**src/fifo_ctrl_pkg.sv**
```systemverilog
// constants for the host fifo receive/transmit control block
package fifo_ctrl_pkg;

   // ----------------------------------------------------------------
   // register byte offsets
   // ----------------------------------------------------------------
   localparam logic [7:0]  RECEIVE_CONFIG_OFS  = 8'h6C;
   localparam logic [7:0]  TRANSMIT_CONFIG_OFS = 8'h70;
   localparam logic [31:0] RECEIVE_CONFIG_RST  = 32'h0000_0000;
   localparam logic [31:0] TRANSMIT_CONFIG_RST = 32'h0000_0000;

   // ----------------------------------------------------------------
   // receive_config fields
   // ----------------------------------------------------------------
   localparam int RX_ALIGN_LSB     = 30;
   localparam int RX_ALIGN_W       = 2;
   localparam int RX_COUNT_LSB     = 16;
   localparam int RX_COUNT_W       = 12;
   localparam int RX_DISCARD_BIT   = 15;
   localparam int RX_OFFSET_LSB    = 8;
   localparam int RX_OFFSET_W      = 5;

   // ----------------------------------------------------------------
   // transmit_config fields
   // ----------------------------------------------------------------
   localparam int TX_STATUS_DISCARD_BIT = 15;
   localparam int TX_DATA_DISCARD_BIT   = 14;
   localparam int TX_ALLOW_OVERRUN_BIT  = 2;
   localparam int TX_ENABLE_BIT         = 1;
   localparam int TX_STOP_BIT           = 0;

   // ----------------------------------------------------------------
   // end alignment codes and the dword mask each selects
   // ----------------------------------------------------------------
   localparam logic [1:0] ALIGN_4B   = 2'h0;
   localparam logic [1:0] ALIGN_16B  = 2'h1;
   localparam logic [1:0] ALIGN_32B  = 2'h2;
   localparam logic [1:0] ALIGN_RSVD = 2'h3;
   localparam logic [2:0] MASK_4B    = 3'h0;
   localparam logic [2:0] MASK_16B   = 3'h3;
   localparam logic [2:0] MASK_32B   = 3'h7;

   typedef enum logic [1:0] {
      RX_IDLE,
      RX_LEAD,
      RX_DATA,
      RX_TAIL
   } rx_state_t;

endpackage : fifo_ctrl_pkg

```
**src/host_fifo_rx_tx_control.sv**
```systemverilog
// receive and transmit configuration control for the host fifos
// What this block does
// pad last buffer transfer up to chosen alignment
// alignment codes 4, 16, 32 bytes; 11 reserved
// host sets alignment only between packets
// 12-bit dword count, decrement, raise event
// new count write accepted, counting restarts
// receive discard clears rx pointers, self-clears
// insert 0-31 byte offset before packet data
// host changes low offset bits only halted
// dword offset applies from next dword read
// tx status discard clears pointers, self-clears
// tx data discard clears pointers, self-clears
// status full suspends transmit unless overrun allowed
// status full event independent of overrun bit
// transmitter enabled sends queued fifo data
// enable clears itself after stop completes
// stop finishes current frame, then self-clears
// writes to stop ignored while it reads one
// dma interrupt gated by its enable bit
// reserved read zero, fields reset zero
`timescale 1ns/100ps
`default_nettype none
module host_fifo_rx_tx_control (
   // clock and reset
   input  wire logic        sys_clk,
   input  wire logic        resetn,
   // host register port, sram-like, active-low strobes
   input  wire logic        cs_n,
   input  wire logic        rd_n,
   input  wire logic        wr_n,
   input  wire logic [7:0]  addr,
   input  wire logic [31:0] wdata,
   output logic      [31:0] rdata,
   // receive data fifo side
   input  wire logic        rx_pkt_ready,
   input  wire logic        rx_data_last,
   input  wire logic        rx_dword_rd,
   output logic             rx_fifo_pop,
   output logic             rx_fill_sel,
   output logic      [1:0]  rx_byte_shift,
   output logic             rx_buf_done,
   output logic             rx_discard,
   // receive dma interrupt
   input  wire logic        rx_dma_int_en,
   input  wire logic        rx_dma_flag_clr,
   output logic             rx_dma_event,
   output logic             rx_dma_irq,
   // transmit side
   input  wire logic        tx_frame_active,
   input  wire logic        tx_status_full,
   output logic             tx_run,
   output logic             tx_stopped,
   output logic             tx_status_full_event,
   output logic             tx_status_discard,
   output logic             tx_data_discard
);

   // ----------------------------------------------------------------
   // reset release
   // ----------------------------------------------------------------
   logic rst_meta_q;
   logic rst_n;

   always_ff @(posedge sys_clk or negedge resetn) begin
      if (!resetn) begin
         rst_meta_q <= 1'b0;
         rst_n      <= 1'b0;
      end else begin
         rst_meta_q <= 1'b1;
         rst_n      <= rst_meta_q;
      end
   end

   // ----------------------------------------------------------------
   // host strobe decode
   // ----------------------------------------------------------------
   logic wr_n_q;
   logic wr_take;
   logic rd_take;
   logic sel_rx;
   logic sel_tx;

   // a write is taken once, on the cycle its strobe falls
   always_ff @(posedge sys_clk or negedge rst_n) begin
      if (!rst_n) begin
         wr_n_q <= 1'b1;
      end else begin
         wr_n_q <= wr_n | cs_n;
      end
   end

   assign wr_take = !cs_n && !wr_n && wr_n_q;
   assign rd_take = !cs_n && !rd_n;
   assign sel_rx  = (addr == fifo_ctrl_pkg::RECEIVE_CONFIG_OFS);
   assign sel_tx  = (addr == fifo_ctrl_pkg::TRANSMIT_CONFIG_OFS);

   // ----------------------------------------------------------------
   // receive configuration fields
   // ----------------------------------------------------------------
   logic [1:0]  align_q;
   logic [4:0]  offset_q;
   logic        rx_discard_q;
   logic        count_load;
   logic [11:0] count_val;
   logic        count_done;

   always_ff @(posedge sys_clk or negedge rst_n) begin
      if (!rst_n) begin
         align_q  <= '0;
         offset_q <= '0;
      end else if (wr_take && sel_rx) begin
         align_q  <= wdata[fifo_ctrl_pkg::RX_ALIGN_LSB +: fifo_ctrl_pkg::RX_ALIGN_W];
         offset_q <= wdata[fifo_ctrl_pkg::RX_OFFSET_LSB +: fifo_ctrl_pkg::RX_OFFSET_W];
      end
   end

   // discard is a one-cycle strobe, so it reads back as zero afterwards
   always_ff @(posedge sys_clk or negedge rst_n) begin
      if (!rst_n) begin
         rx_discard_q <= 1'b0;
      end else begin
         rx_discard_q <= wr_take && sel_rx && wdata[fifo_ctrl_pkg::RX_DISCARD_BIT];
      end
   end

   assign count_load = wr_take && sel_rx;

   rx_transfer_counter #(
      .WIDTH      (fifo_ctrl_pkg::RX_COUNT_W)
   ) u_count (
      .sys_clk    (sys_clk),
      .rst_n      (rst_n),
      .load       (count_load),
      .load_value (wdata[fifo_ctrl_pkg::RX_COUNT_LSB +: fifo_ctrl_pkg::RX_COUNT_W]),
      .dec        (rx_dword_rd),
      .count      (count_val),
      .done       (count_done)
   );

   logic rx_dma_flag_q;

   // set wins over a clear in the same cycle
   always_ff @(posedge sys_clk or negedge rst_n) begin
      if (!rst_n) begin
         rx_dma_flag_q <= 1'b0;
      end else if (count_done) begin
         rx_dma_flag_q <= 1'b1;
      end else if (rx_dma_flag_clr) begin
         rx_dma_flag_q <= 1'b0;
      end
   end

   assign rx_dma_event = count_done;
   assign rx_dma_irq   = rx_dma_flag_q && rx_dma_int_en;

   // ----------------------------------------------------------------
   // receive buffer sequencer: lead offset, data, tail padding
   // ----------------------------------------------------------------
   fifo_ctrl_pkg::rx_state_t rx_state_q;
   logic [2:0] lead_q;
   logic [2:0] pos_q;
   logic [2:0] pos_next;
   logic [2:0] align_mask;
   logic       lead_fill;

   always_comb begin
      unique case (align_q)
         fifo_ctrl_pkg::ALIGN_4B:   align_mask = fifo_ctrl_pkg::MASK_4B;
         fifo_ctrl_pkg::ALIGN_16B:  align_mask = fifo_ctrl_pkg::MASK_16B;
         fifo_ctrl_pkg::ALIGN_32B:  align_mask = fifo_ctrl_pkg::MASK_32B;
         fifo_ctrl_pkg::ALIGN_RSVD: align_mask = fifo_ctrl_pkg::MASK_4B;
      endcase
   end

   // the dword part of the offset is read live, so a change lands on
   // the next dword read; the byte part goes straight to the aligner
   assign lead_fill     = (rx_state_q == fifo_ctrl_pkg::RX_LEAD)
                          && (lead_q < offset_q[4:2]);
   assign pos_next      = pos_q + 3'h1;
   assign rx_fill_sel   = lead_fill || (rx_state_q == fifo_ctrl_pkg::RX_TAIL);
   assign rx_fifo_pop   = rx_dword_rd && !rx_fill_sel
                          && ((rx_state_q == fifo_ctrl_pkg::RX_LEAD)
                          || (rx_state_q == fifo_ctrl_pkg::RX_DATA));
   assign rx_byte_shift = offset_q[1:0];

   always_ff @(posedge sys_clk or negedge rst_n) begin
      if (!rst_n) begin
         rx_state_q <= fifo_ctrl_pkg::RX_IDLE;
         lead_q     <= '0;
         pos_q      <= '0;
      end else if (rx_discard_q) begin
         rx_state_q <= fifo_ctrl_pkg::RX_IDLE;
         lead_q     <= '0;
         pos_q      <= '0;
      end else begin
         unique case (rx_state_q)
            fifo_ctrl_pkg::RX_IDLE: begin
               lead_q <= '0;
               pos_q  <= '0;
               if (rx_pkt_ready) begin
                  rx_state_q <= fifo_ctrl_pkg::RX_LEAD;
               end
            end
            fifo_ctrl_pkg::RX_LEAD: begin
               if (rx_dword_rd) begin
                  pos_q <= pos_next;
                  if (lead_fill) begin
                     lead_q <= lead_q + 3'h1;
                  end else if (!rx_data_last) begin
                     rx_state_q <= fifo_ctrl_pkg::RX_DATA;
                  end else if ((pos_next & align_mask) != 3'h0) begin
                     rx_state_q <= fifo_ctrl_pkg::RX_TAIL;
                  end else begin
                     rx_state_q <= fifo_ctrl_pkg::RX_IDLE;
                  end
               end
            end
            fifo_ctrl_pkg::RX_DATA: begin
               if (rx_dword_rd) begin
                  pos_q <= pos_next;
                  if (rx_data_last) begin
                     if ((pos_next & align_mask) != 3'h0) begin
                        rx_state_q <= fifo_ctrl_pkg::RX_TAIL;
                     end else begin
                        rx_state_q <= fifo_ctrl_pkg::RX_IDLE;
                     end
                  end
               end
            end
            fifo_ctrl_pkg::RX_TAIL: begin
               if (rx_dword_rd) begin
                  pos_q <= pos_next;
                  if ((pos_next & align_mask) == 3'h0) begin
                     rx_state_q <= fifo_ctrl_pkg::RX_IDLE;
                  end
               end
            end
         endcase
      end
   end

   // one pulse as the final dword of a buffer, pad included, leaves
   always_ff @(posedge sys_clk or negedge rst_n) begin
      if (!rst_n) begin
         rx_buf_done <= 1'b0;
      end else begin
         rx_buf_done <= rx_dword_rd && !rx_discard_q
                        && (rx_state_q != fifo_ctrl_pkg::RX_IDLE)
                        && !lead_fill
                        && ((rx_state_q == fifo_ctrl_pkg::RX_TAIL) || rx_data_last)
                        && ((pos_next & align_mask) == 3'h0);
      end
   end

   assign rx_discard = rx_discard_q;

   // ----------------------------------------------------------------
   // transmit configuration fields
   // ----------------------------------------------------------------
   logic allow_overrun_q;
   logic tx_on_q;
   logic stop_q;
   logic tx_sdisc_q;
   logic tx_ddisc_q;
   logic tx_halt;

   // halted once no frame is in flight after a stop request
   assign tx_halt = stop_q && !tx_frame_active;

   always_ff @(posedge sys_clk or negedge rst_n) begin
      if (!rst_n) begin
         allow_overrun_q <= 1'b0;
      end else if (wr_take && sel_tx) begin
         allow_overrun_q <= wdata[fifo_ctrl_pkg::TX_ALLOW_OVERRUN_BIT];
      end
   end

   always_ff @(posedge sys_clk or negedge rst_n) begin
      if (!rst_n) begin
         tx_on_q <= 1'b0;
      end else if (tx_halt) begin
         tx_on_q <= 1'b0;
      end else if (wr_take && sel_tx) begin
         tx_on_q <= wdata[fifo_ctrl_pkg::TX_ENABLE_BIT];
      end
   end

   // writes while the stop bit is still high leave the stop bit unchanged
   always_ff @(posedge sys_clk or negedge rst_n) begin
      if (!rst_n) begin
         stop_q <= 1'b0;
      end else if (tx_halt) begin
         stop_q <= 1'b0;
      end else if (wr_take && sel_tx && !stop_q) begin
         stop_q <= wdata[fifo_ctrl_pkg::TX_STOP_BIT];
      end
   end

   always_ff @(posedge sys_clk or negedge rst_n) begin
      if (!rst_n) begin
         tx_sdisc_q <= 1'b0;
         tx_ddisc_q <= 1'b0;
      end else begin
         tx_sdisc_q <= wr_take && sel_tx && wdata[fifo_ctrl_pkg::TX_STATUS_DISCARD_BIT];
         tx_ddisc_q <= wdata[fifo_ctrl_pkg::TX_DATA_DISCARD_BIT] && wr_take && sel_tx;
      end
   end

   logic status_full_q;

   always_ff @(posedge sys_clk or negedge rst_n) begin
      if (!rst_n) begin
         status_full_q <= 1'b0;
      end else begin
         status_full_q <= tx_status_full;
      end
   end

   // a stopping transmitter still finishes its frame
   assign tx_run = tx_on_q && !tx_halt && (allow_overrun_q || !tx_status_full);
   assign tx_status_full_event = tx_status_full && !status_full_q;
   assign tx_status_discard    = tx_sdisc_q;
   assign tx_data_discard      = tx_ddisc_q;

   always_ff @(posedge sys_clk or negedge rst_n) begin
      if (!rst_n) begin
         tx_stopped <= 1'b0;
      end else begin
         tx_stopped <= tx_halt;
      end
   end

   // ----------------------------------------------------------------
   // read-back
   // ----------------------------------------------------------------
   logic [31:0] rx_word;
   logic [31:0] tx_word;

   always_comb begin
      rx_word = fifo_ctrl_pkg::RECEIVE_CONFIG_RST;
      rx_word[fifo_ctrl_pkg::RX_ALIGN_LSB +: fifo_ctrl_pkg::RX_ALIGN_W]   = align_q;
      rx_word[fifo_ctrl_pkg::RX_COUNT_LSB +: fifo_ctrl_pkg::RX_COUNT_W]   = count_val;
      rx_word[fifo_ctrl_pkg::RX_OFFSET_LSB +: fifo_ctrl_pkg::RX_OFFSET_W] = offset_q;
   end

   always_comb begin
      tx_word = fifo_ctrl_pkg::TRANSMIT_CONFIG_RST;
      tx_word[fifo_ctrl_pkg::TX_ALLOW_OVERRUN_BIT] = allow_overrun_q;
      tx_word[fifo_ctrl_pkg::TX_ENABLE_BIT]        = tx_on_q;
      tx_word[fifo_ctrl_pkg::TX_STOP_BIT]          = stop_q;
   end

   // unmapped addresses read as zero
   always_ff @(posedge sys_clk or negedge rst_n) begin
      if (!rst_n) begin
         rdata <= 32'h0000_0000;
      end else if (rd_take && sel_rx) begin
         rdata <= rx_word;
      end else if (rd_take && sel_tx) begin
         rdata <= tx_word;
      end else begin
         rdata <= 32'h0000_0000;
      end
   end

endmodule : host_fifo_rx_tx_control

`default_nettype wire

```
**src/rx_transfer_counter.sv**
```systemverilog
// down-counter of receive dwords with a completion event
`timescale 1ns/100ps
`default_nettype none

module rx_transfer_counter #(
   parameter int WIDTH = 12
) (
   // clock and reset
   input  wire logic             sys_clk,
   input  wire logic             rst_n,
   // load and count
   input  wire logic             load,
   input  wire logic [WIDTH-1:0] load_value,
   input  wire logic             dec,
   // state
   output logic      [WIDTH-1:0] count,
   output logic                  done
);

   logic [WIDTH-1:0] count_q;
   logic             done_q;

   // ----------------------------------------------------------------
   // count
   // ----------------------------------------------------------------
   // a new load wins over a decrement in the same cycle
   always_ff @(posedge sys_clk or negedge rst_n) begin
      if (!rst_n) begin
         count_q <= '0;
      end else if (load) begin
         count_q <= load_value;
      end else if (dec && (count_q != '0)) begin
         count_q <= count_q - {{(WIDTH-1){1'b0}}, 1'b1};
      end
   end

   // ----------------------------------------------------------------
   // completion pulse when the last programmed dword leaves
   // ----------------------------------------------------------------
   always_ff @(posedge sys_clk or negedge rst_n) begin
      if (!rst_n) begin
         done_q <= 1'b0;
      end else begin
         done_q <= !load && dec && (count_q == {{(WIDTH-1){1'b0}}, 1'b1});
      end
   end

   assign count = count_q;
   assign done  = done_q;

endmodule : rx_transfer_counter

`default_nettype wire
```
**config.mk**
```make
export PLATFORM = sky130hd
export DESIGN_NAME = host_fifo_rx_tx_control
export DESIGN_NICKNAME = d
export VERILOG_FILES = /design/src/fifo_ctrl_pkg.sv /design/src/host_fifo_rx_tx_control.sv /design/src/rx_transfer_counter.sv
export SDC_FILE = /design/constraint.sdc
export NUM_CORES = 1
export LEC_CHECK = 0
export BUFFER_PORTS_ARGS = -buffer_cell sky130_fd_sc_hd__buf_2
export CORE_MARGIN = 1
export CORE_UTILIZATION = 41
export CTS_CLUSTER_DIAMETER = 60
export DETAILED_ROUTE_END_ITERATION = 7
export PLACE_DENSITY_LB_ADDON = 0.05
export SETUP_SLACK_MARGIN = 0.3
export SYNTH_ARGS = -nofsm -noshare
export SYNTH_HDL_FRONTEND = slang
export SYNTH_SLANG_ARGS = --single-unit
```
**constraint.sdc**
```tcl
create_clock -name sys_clk -period 3.8 [get_ports sys_clk]
set_clock_uncertainty 0.1 [all_clocks]
set_input_delay 0.38 -clock sys_clk [delete_from_list [all_inputs] [get_ports sys_clk]]
set_output_delay 0.38 -clock sys_clk [all_outputs]
set_load 0.03 [all_outputs]
```
==> metrics.cfg, run 1 <==
[cells_and_area]
drive_above_1_share = 0.321
final_nets = 427
final_common_cell = buf_2
mostFrequentLayoutCells = buf_2, dfrtp_1, nor2_1, and2_1, nand2_1
n_antenna_cell = 0
area_growth_pct = 22.2

[timing]
rsz0062_at_grt = no
maxSlewViolCount = 0
setup_viol = 0
hold_viol = 0
timing.setup.tns_ns = 0
fmax_mhz = 407
min_period_ns = 2.46
slew_headroom = 0.390
worst_pin_slew_ns = 0.915
fin_crit_sh = 0.646

[cts]
clkLatencyLatePin_ns = 0.33
cts-htree-levels = 3
cts-resized-gates = 0
post_cts.repair.setup_buffers = 0
cts_tree = yes
path_clk_slew_ns = 0.07
cts_root_buf = clkbuf_8
cts_made_buffers = 9
cts.path.max_buffers = 2
numClockSinks = 63

[floorplan]
die_area_um2 = 7740
die-height_um = 88.0
ios = 97
die_w_um = 88.0
core_um2 = 6980
start_util = 0.434
rows = 30

[synth]
synth-simple-area-share = 0.205
seq_area_frac_synth = 0.521
synth_adder_area_share = 0.0496
synth_compound_area_frac = 0.0843
synth_flop_cell = dfrtp_1
synthCells = 283
synth.mux.area_fraction = 0.0326
synth.avg_cell_area_um2 = 10.7
yosysTopAreaCell = dfrtp_1
ys_seq_elements = 63
synthXorXnorAreaFrac = 0.0405
synth_top_area_frac = 0.512
synth_top_family_by_area = simple AND/OR/NAND/NOR gates
synth_edf_count = 0
yosysWarnings = 0
synth_area_leaders = dfrtp_1, ha_1, and2_1, buf_4, o21ai_0
synth_area_um2 = 3030
synth_cell_types = 51
ys_async_sr_fraction = 1.00

[route]
vias = 2157
viasPerCell = 4.65
avgRoutedWirePerCell_um = 12.8
drt_first_pass_iters = 5
first_iter_violations = 81
drt-total-wl_um = 5940
ant_nets = 0
drc = 0

[power]
p_leak_nw = 1.94
cellPowerDensity_nw_per_um2 = 615
vdd_drop_max_uv = 452
p_total_mw = 2.28

[global_routing]
antenna_found_initial = 0
grt_pass1_wl_um = 10100
grt_pass1_vias = 2127
grt.total_usage = 0.175
overflow = 0
grt_max_degree = 42

[run]
drv_cap = 0

[worst_setup_path]
crit_path_max_fanout = 9
rrSetupSlack_ns = 1.94
end_kind = output port
reg2regPathDepth = 5
crit_type = reg -> out
r2r-end = u_count.count[1]$_DFFE_PN0P_
critPathArrivalTime_ns = 1.98
crit_required_ns = 3.32
r2r_start = u_count.count[6]$_DFFE_PN0P_
start_kind = flip-flop

[hold_path]
hold_start = tx_status_full
holdPathStages = 1
holdPathEnd = status_full_q$_DFF_PN0_
hold_class = in -> reg

[outcome]
outcome = complete, no violations

[place]
port-buffer-count = 78
gp_congestion = 0.766
hpwl_um = 4270

-- layout make-up --
class                           instances  area, µm²
Clock buffer                           10        138
Tap cell                               96        120
Sequential cell                        63       1580
Fill cell                             689       3280
Timing Repair Buffer                   82        423
Clock inverter                          6        108
Multi-Input combinational cell        195       1290
Inverter                               12       45.0
-- worst max-delay path, stage by stage (launching register included) --
cell and delay [ns]:
dfrtp_1 0.40, inv_1 0.11, ha_1 0.34, nand2b_1 0.10, a221oi_2 0.18, buf_4 0.19, or2_2 0.13, nor2_1 0.04
buf_2 0.16
-- sequential cells by signal, indices dropped and copies added (netlist names) --
register	cells
rdata	22
u_count.count	12
offset_q	5
lead_q	3
pos_q	3
align_q	2
rx_state_q	2
allow_overrun_q	1
rst_meta_q	1
rst_n	1
rx_buf_done	1
rx_discard	1
rx_dma_flag_q	1
status_full_q	1
stop_q	1
tx_data_discard	1
tx_on_q	1
tx_status_discard	1
tx_stopped	1
u_count.done	1
wr_n_q	1
-- logic make-up (layout without fill, tap and decap cells) --
family,after synthesis,in the layout
flops,63,63
buf+inv,34,110
other cells,2,11
fa+ha+maj,12,12
simple gates,114,114
mux,9,9
compound gates,35,35
xor+xnor,14,14
-- how the worst max path moves through the flow --
stage / from / to / slack, ns / cells past startpoint
4_1_cts: lead_q[2]$_DFFE_PN0P_ / rx_fifo_pop / 1.32 / 7
2_1_floorplan: lead_q[2]$_DFFE_PN0P_ / rx_fifo_pop / 1.59 / 5
3_5_place_dp: addr[7] / rdata[23]$_DFF_PN0_ / 1.56 / 6
6_report: rx_state_q[1]$_DFFE_PN0P_ / rx_fifo_pop / 1.34 / 8
3_3_place_gp: addr[7] / rdata[23]$_DFF_PN0_ / 1.56 / 6
5_1_grt: rx_state_q[1]$_DFFE_PN0P_ / rx_fifo_pop / 1.16 / 8
-- power by group --
group          internal (mW)  total, mW  switching (mW)  leakage [nW]
clock                  0.451      0.709           0.257         0.122
combinational          0.292      0.664           0.372         0.998
sequential             0.783      0.905           0.122         0.824
-- cells in the mapped netlist (3+ instances only) --
cell type  count
or3_4          3
mux2_2         7
nand3_1        6
xor2_1         9
ha_1          12
nand2b_1       5
a21oi_1        3
and2_1        21
nor2_1        21
xnor2_1        5
inv_1         12
nand2_1       21
nor3_1         9
o21ai_0       16
nor2b_1        4
buf_4         15
nor4_1         8
dfrtp_1       62
clkbuf_1       3
-- metrics by stage --
step	std cells	setup WS, ns	area (µm²)	hold WS, ns	util
final	464	1.34	3700	0.0667	0.530
after detailed placement	447	1.56	3450	0.0653	0.494
after floorplan	292	1.59	3060	-0.0156	-
after global routing	464	1.16	3700	0.0478	0.530
after CTS	464	1.32	3700	0.0522	0.530
after global placement	447	1.56	3450	0.0654	0.494
-- routing by layer --
layer,global-route usage,part of all wire,vias to the layer above
li1,-,-,1088
met1,0.208,0.45,1013
met2,0.301,0.49,52
met3,0.0490,0.048,4
met4,0.0671,0.0066,0
met5,0,0,-
-- what timing repair did --
action	CTS	global route
endpoints found under the hold margin	2	0
setup endpoints to repair	0	0
hold buffers	1	0
Note: power is estimated with default switching activity, not from simulation.
==> inputs of run 2 (changes only) <==
==> constraint.sdc (replaced) <==
create_clock -name sys_clk -period 2.2 [get_ports sys_clk]
set_clock_uncertainty 0.1 [all_clocks]
set_input_delay 0.22 -clock sys_clk [delete_from_list [all_inputs] [get_ports sys_clk]]
set_output_delay 0.22 -clock sys_clk [all_outputs]
set_load 0.03 [all_outputs]
==> metrics.cfg, run 2 (synthesized netlist as in run 1, its figures left out) <==
[timing]
hold_viol = 0
slew_headroom = 0.638
min_period_ns = 2.09
rsz0062_at_grt = yes
worst_pin_slew_ns = 0.543
fin_crit_sh = 0.949
setup_viol = 0
timing.setup.tns_ns = 0
maxSlewViolCount = 0
fmax_mhz = 479

[cts]
cts.path.max_buffers = 2
cts-htree-levels = 3
numClockSinks = 63
cts_root_buf = clkbuf_8
cts_made_buffers = 9
cts_tree = yes
path_clk_slew_ns = 0.07
clkLatencyLatePin_ns = 0.33

[floorplan]
start_util = 0.434
core_um2 = 6980
ios = 97
die_w_um = 88.0
rows = 30
die-height_um = 88.0
die_area_um2 = 7740

[power]
p_leak_nw = 2.09
vdd_drop_max_uv = 816
power_frac_comb = 0.346
power.sequential.fraction = 0.368
power_frac_clock = 0.287
power_switching_mw = 1.43
intPower_mw = 2.86
p_sw_frac = 0.333
cellPowerDensity_nw_per_um2 = 1040
p_total_mw = 4.29

[route]
vias = 2316
drt_first_pass_iters = 4
drt-total-wl_um = 6190
drc = 0
ant_nets = 0
avgRoutedWirePerCell_um = 12.5
viasPerCell = 4.67
first_iter_violations = 47

[cells_and_area]
n_antenna_cell = 0
final_nets = 459
area_growth_pct = 36.3
mostFrequentLayoutCells = buf_2, dfrtp_1, nand2_1, and2_1, dlygate4sd3_1
largest_reg_flops = 22
drive_above_1_share = 0.373
final_common_cell = buf_2
utilization = 0.591
largest_register = rdata

[run]
drv_cap = 0

[worst_setup_path]
crit_path_max_fanout = 3
end_kind = output port
max_stage_delay_ns = 0.37
slowest_stage = dfrtp_1
start_kind = flip-flop
crit_type = reg -> out
critPathArrivalTime_ns = 1.77
cp_cell_sequence = inv_2 -> ha_4 -> and2_4 -> a221oi_4 -> or2_4 -> nor2_4 -> buf_6
crit_required_ns = 1.88

[global_routing]
antenna_found_initial = 0
grt_pass1_vias = 2138
grt_max_degree = 40
overflow = 0
grt_pass1_wl_um = 9780
grt.total_usage = 0.170

[hold_path]
hold_class = in -> reg

[outcome]
outcome = complete, no violations

[place]
port-buffer-count = 78
gp_congestion = 0.775
hpwl_um = 4340

-- run 2: cell count changes in the layout (fill, tap and decap cells not counted), sizes merged --
cell         previous run  this run
dlygate4sd3             1        20
buf                    81        94
clkbuf                 10        11
clkinvlp                1         2
clkinv                  2         0
-- run 2: worst paths after layout --
path	cells past startpoint	end	slack, ns	from
max in group asynchronous	1	wr_n_q$_DFF_PN1_	1.21	rst_n$_DFF_PN0_
min in group asynchronous	2	rst_n$_DFF_PN0_	0.09	resetn
min reg2reg	0	rdata[10]$_DFF_PN0_	0.16	rst_n$_DFF_PN0_
max	7	rx_fifo_pop	0.11	offset_q[3]$_DFFE_PN0P_
max reg2reg	6	rx_state_q[0]$_DFFE_PN0P_	0.30	rx_state_q[0]$_DFFE_PN0P_
min	2	offset_q[2]$_DFFE_PN0P_	0.02	wdata[10]
-- run 2: final cells by class --
class / count / area (µm²)
Fill cell: 619 / 2850
Sequential cell: 63 / 1580
Multi-Input combinational cell: 195 / 1400
Timing Repair Buffer: 114 / 732
Clock buffer: 11 / 141
Tap cell: 96 / 120
Clock inverter: 5 / 105
Inverter: 12 / 45.0
-- run 2: stage by stage --
stage | hold slack, ns | area, µm² | cells | setup WS (ns)
global route | 0.00922 | 4130 | 496 | 0.0451
detailed placement | -0.0914 | 3490 | 449 | 0.211
finish | 0.0171 | 4130 | 496 | 0.111
floorplan | -0.176 | 3080 | 292 | 0.268
CTS | 0.00574 | 4030 | 489 | 0.0566
global placement | -0.0945 | 3490 | 449 | 0.252
-- run 2: routing by layer --
layer  vias to the layer above  track usage  routed length [µm]
met2                        55        0.291                3090
li1                       1159            -                   -
met5                         -            0                   0
met4                         0       0.0849                 102
met1                      1093        0.204                2740
met3                         9       0.0349                 256
-- run 2: repair_timing --
action,CTS,global route
endpoints found under the hold margin,21,0
gates cloned,0,0
pin swaps,5,9
hold buffers,20,0
buffers inserted,4,7
resized for setup,12,14
setup endpoints to repair,6,24
-- run 2: power groups by stage --
stage	registers, mW	clock network [mW]	logic [mW]
final	1.58	1.23	1.48
after global placement	1.57	0	1.18
after detailed placement	1.58	0	1.20
after global routing	1.61	1.31	1.65
after CTS	1.57	1.26	1.34
after floorplan	1.54	0	0.956
-- run 2: worst max-delay path, delay by kind of cell (launching register included) --
kind	cells	cell delay (ns)
compound gates	1	0.27
buf+inv	2	0.21
flops	1	0.37
simple gates	3	0.38
fa+ha+maj	1	0.20
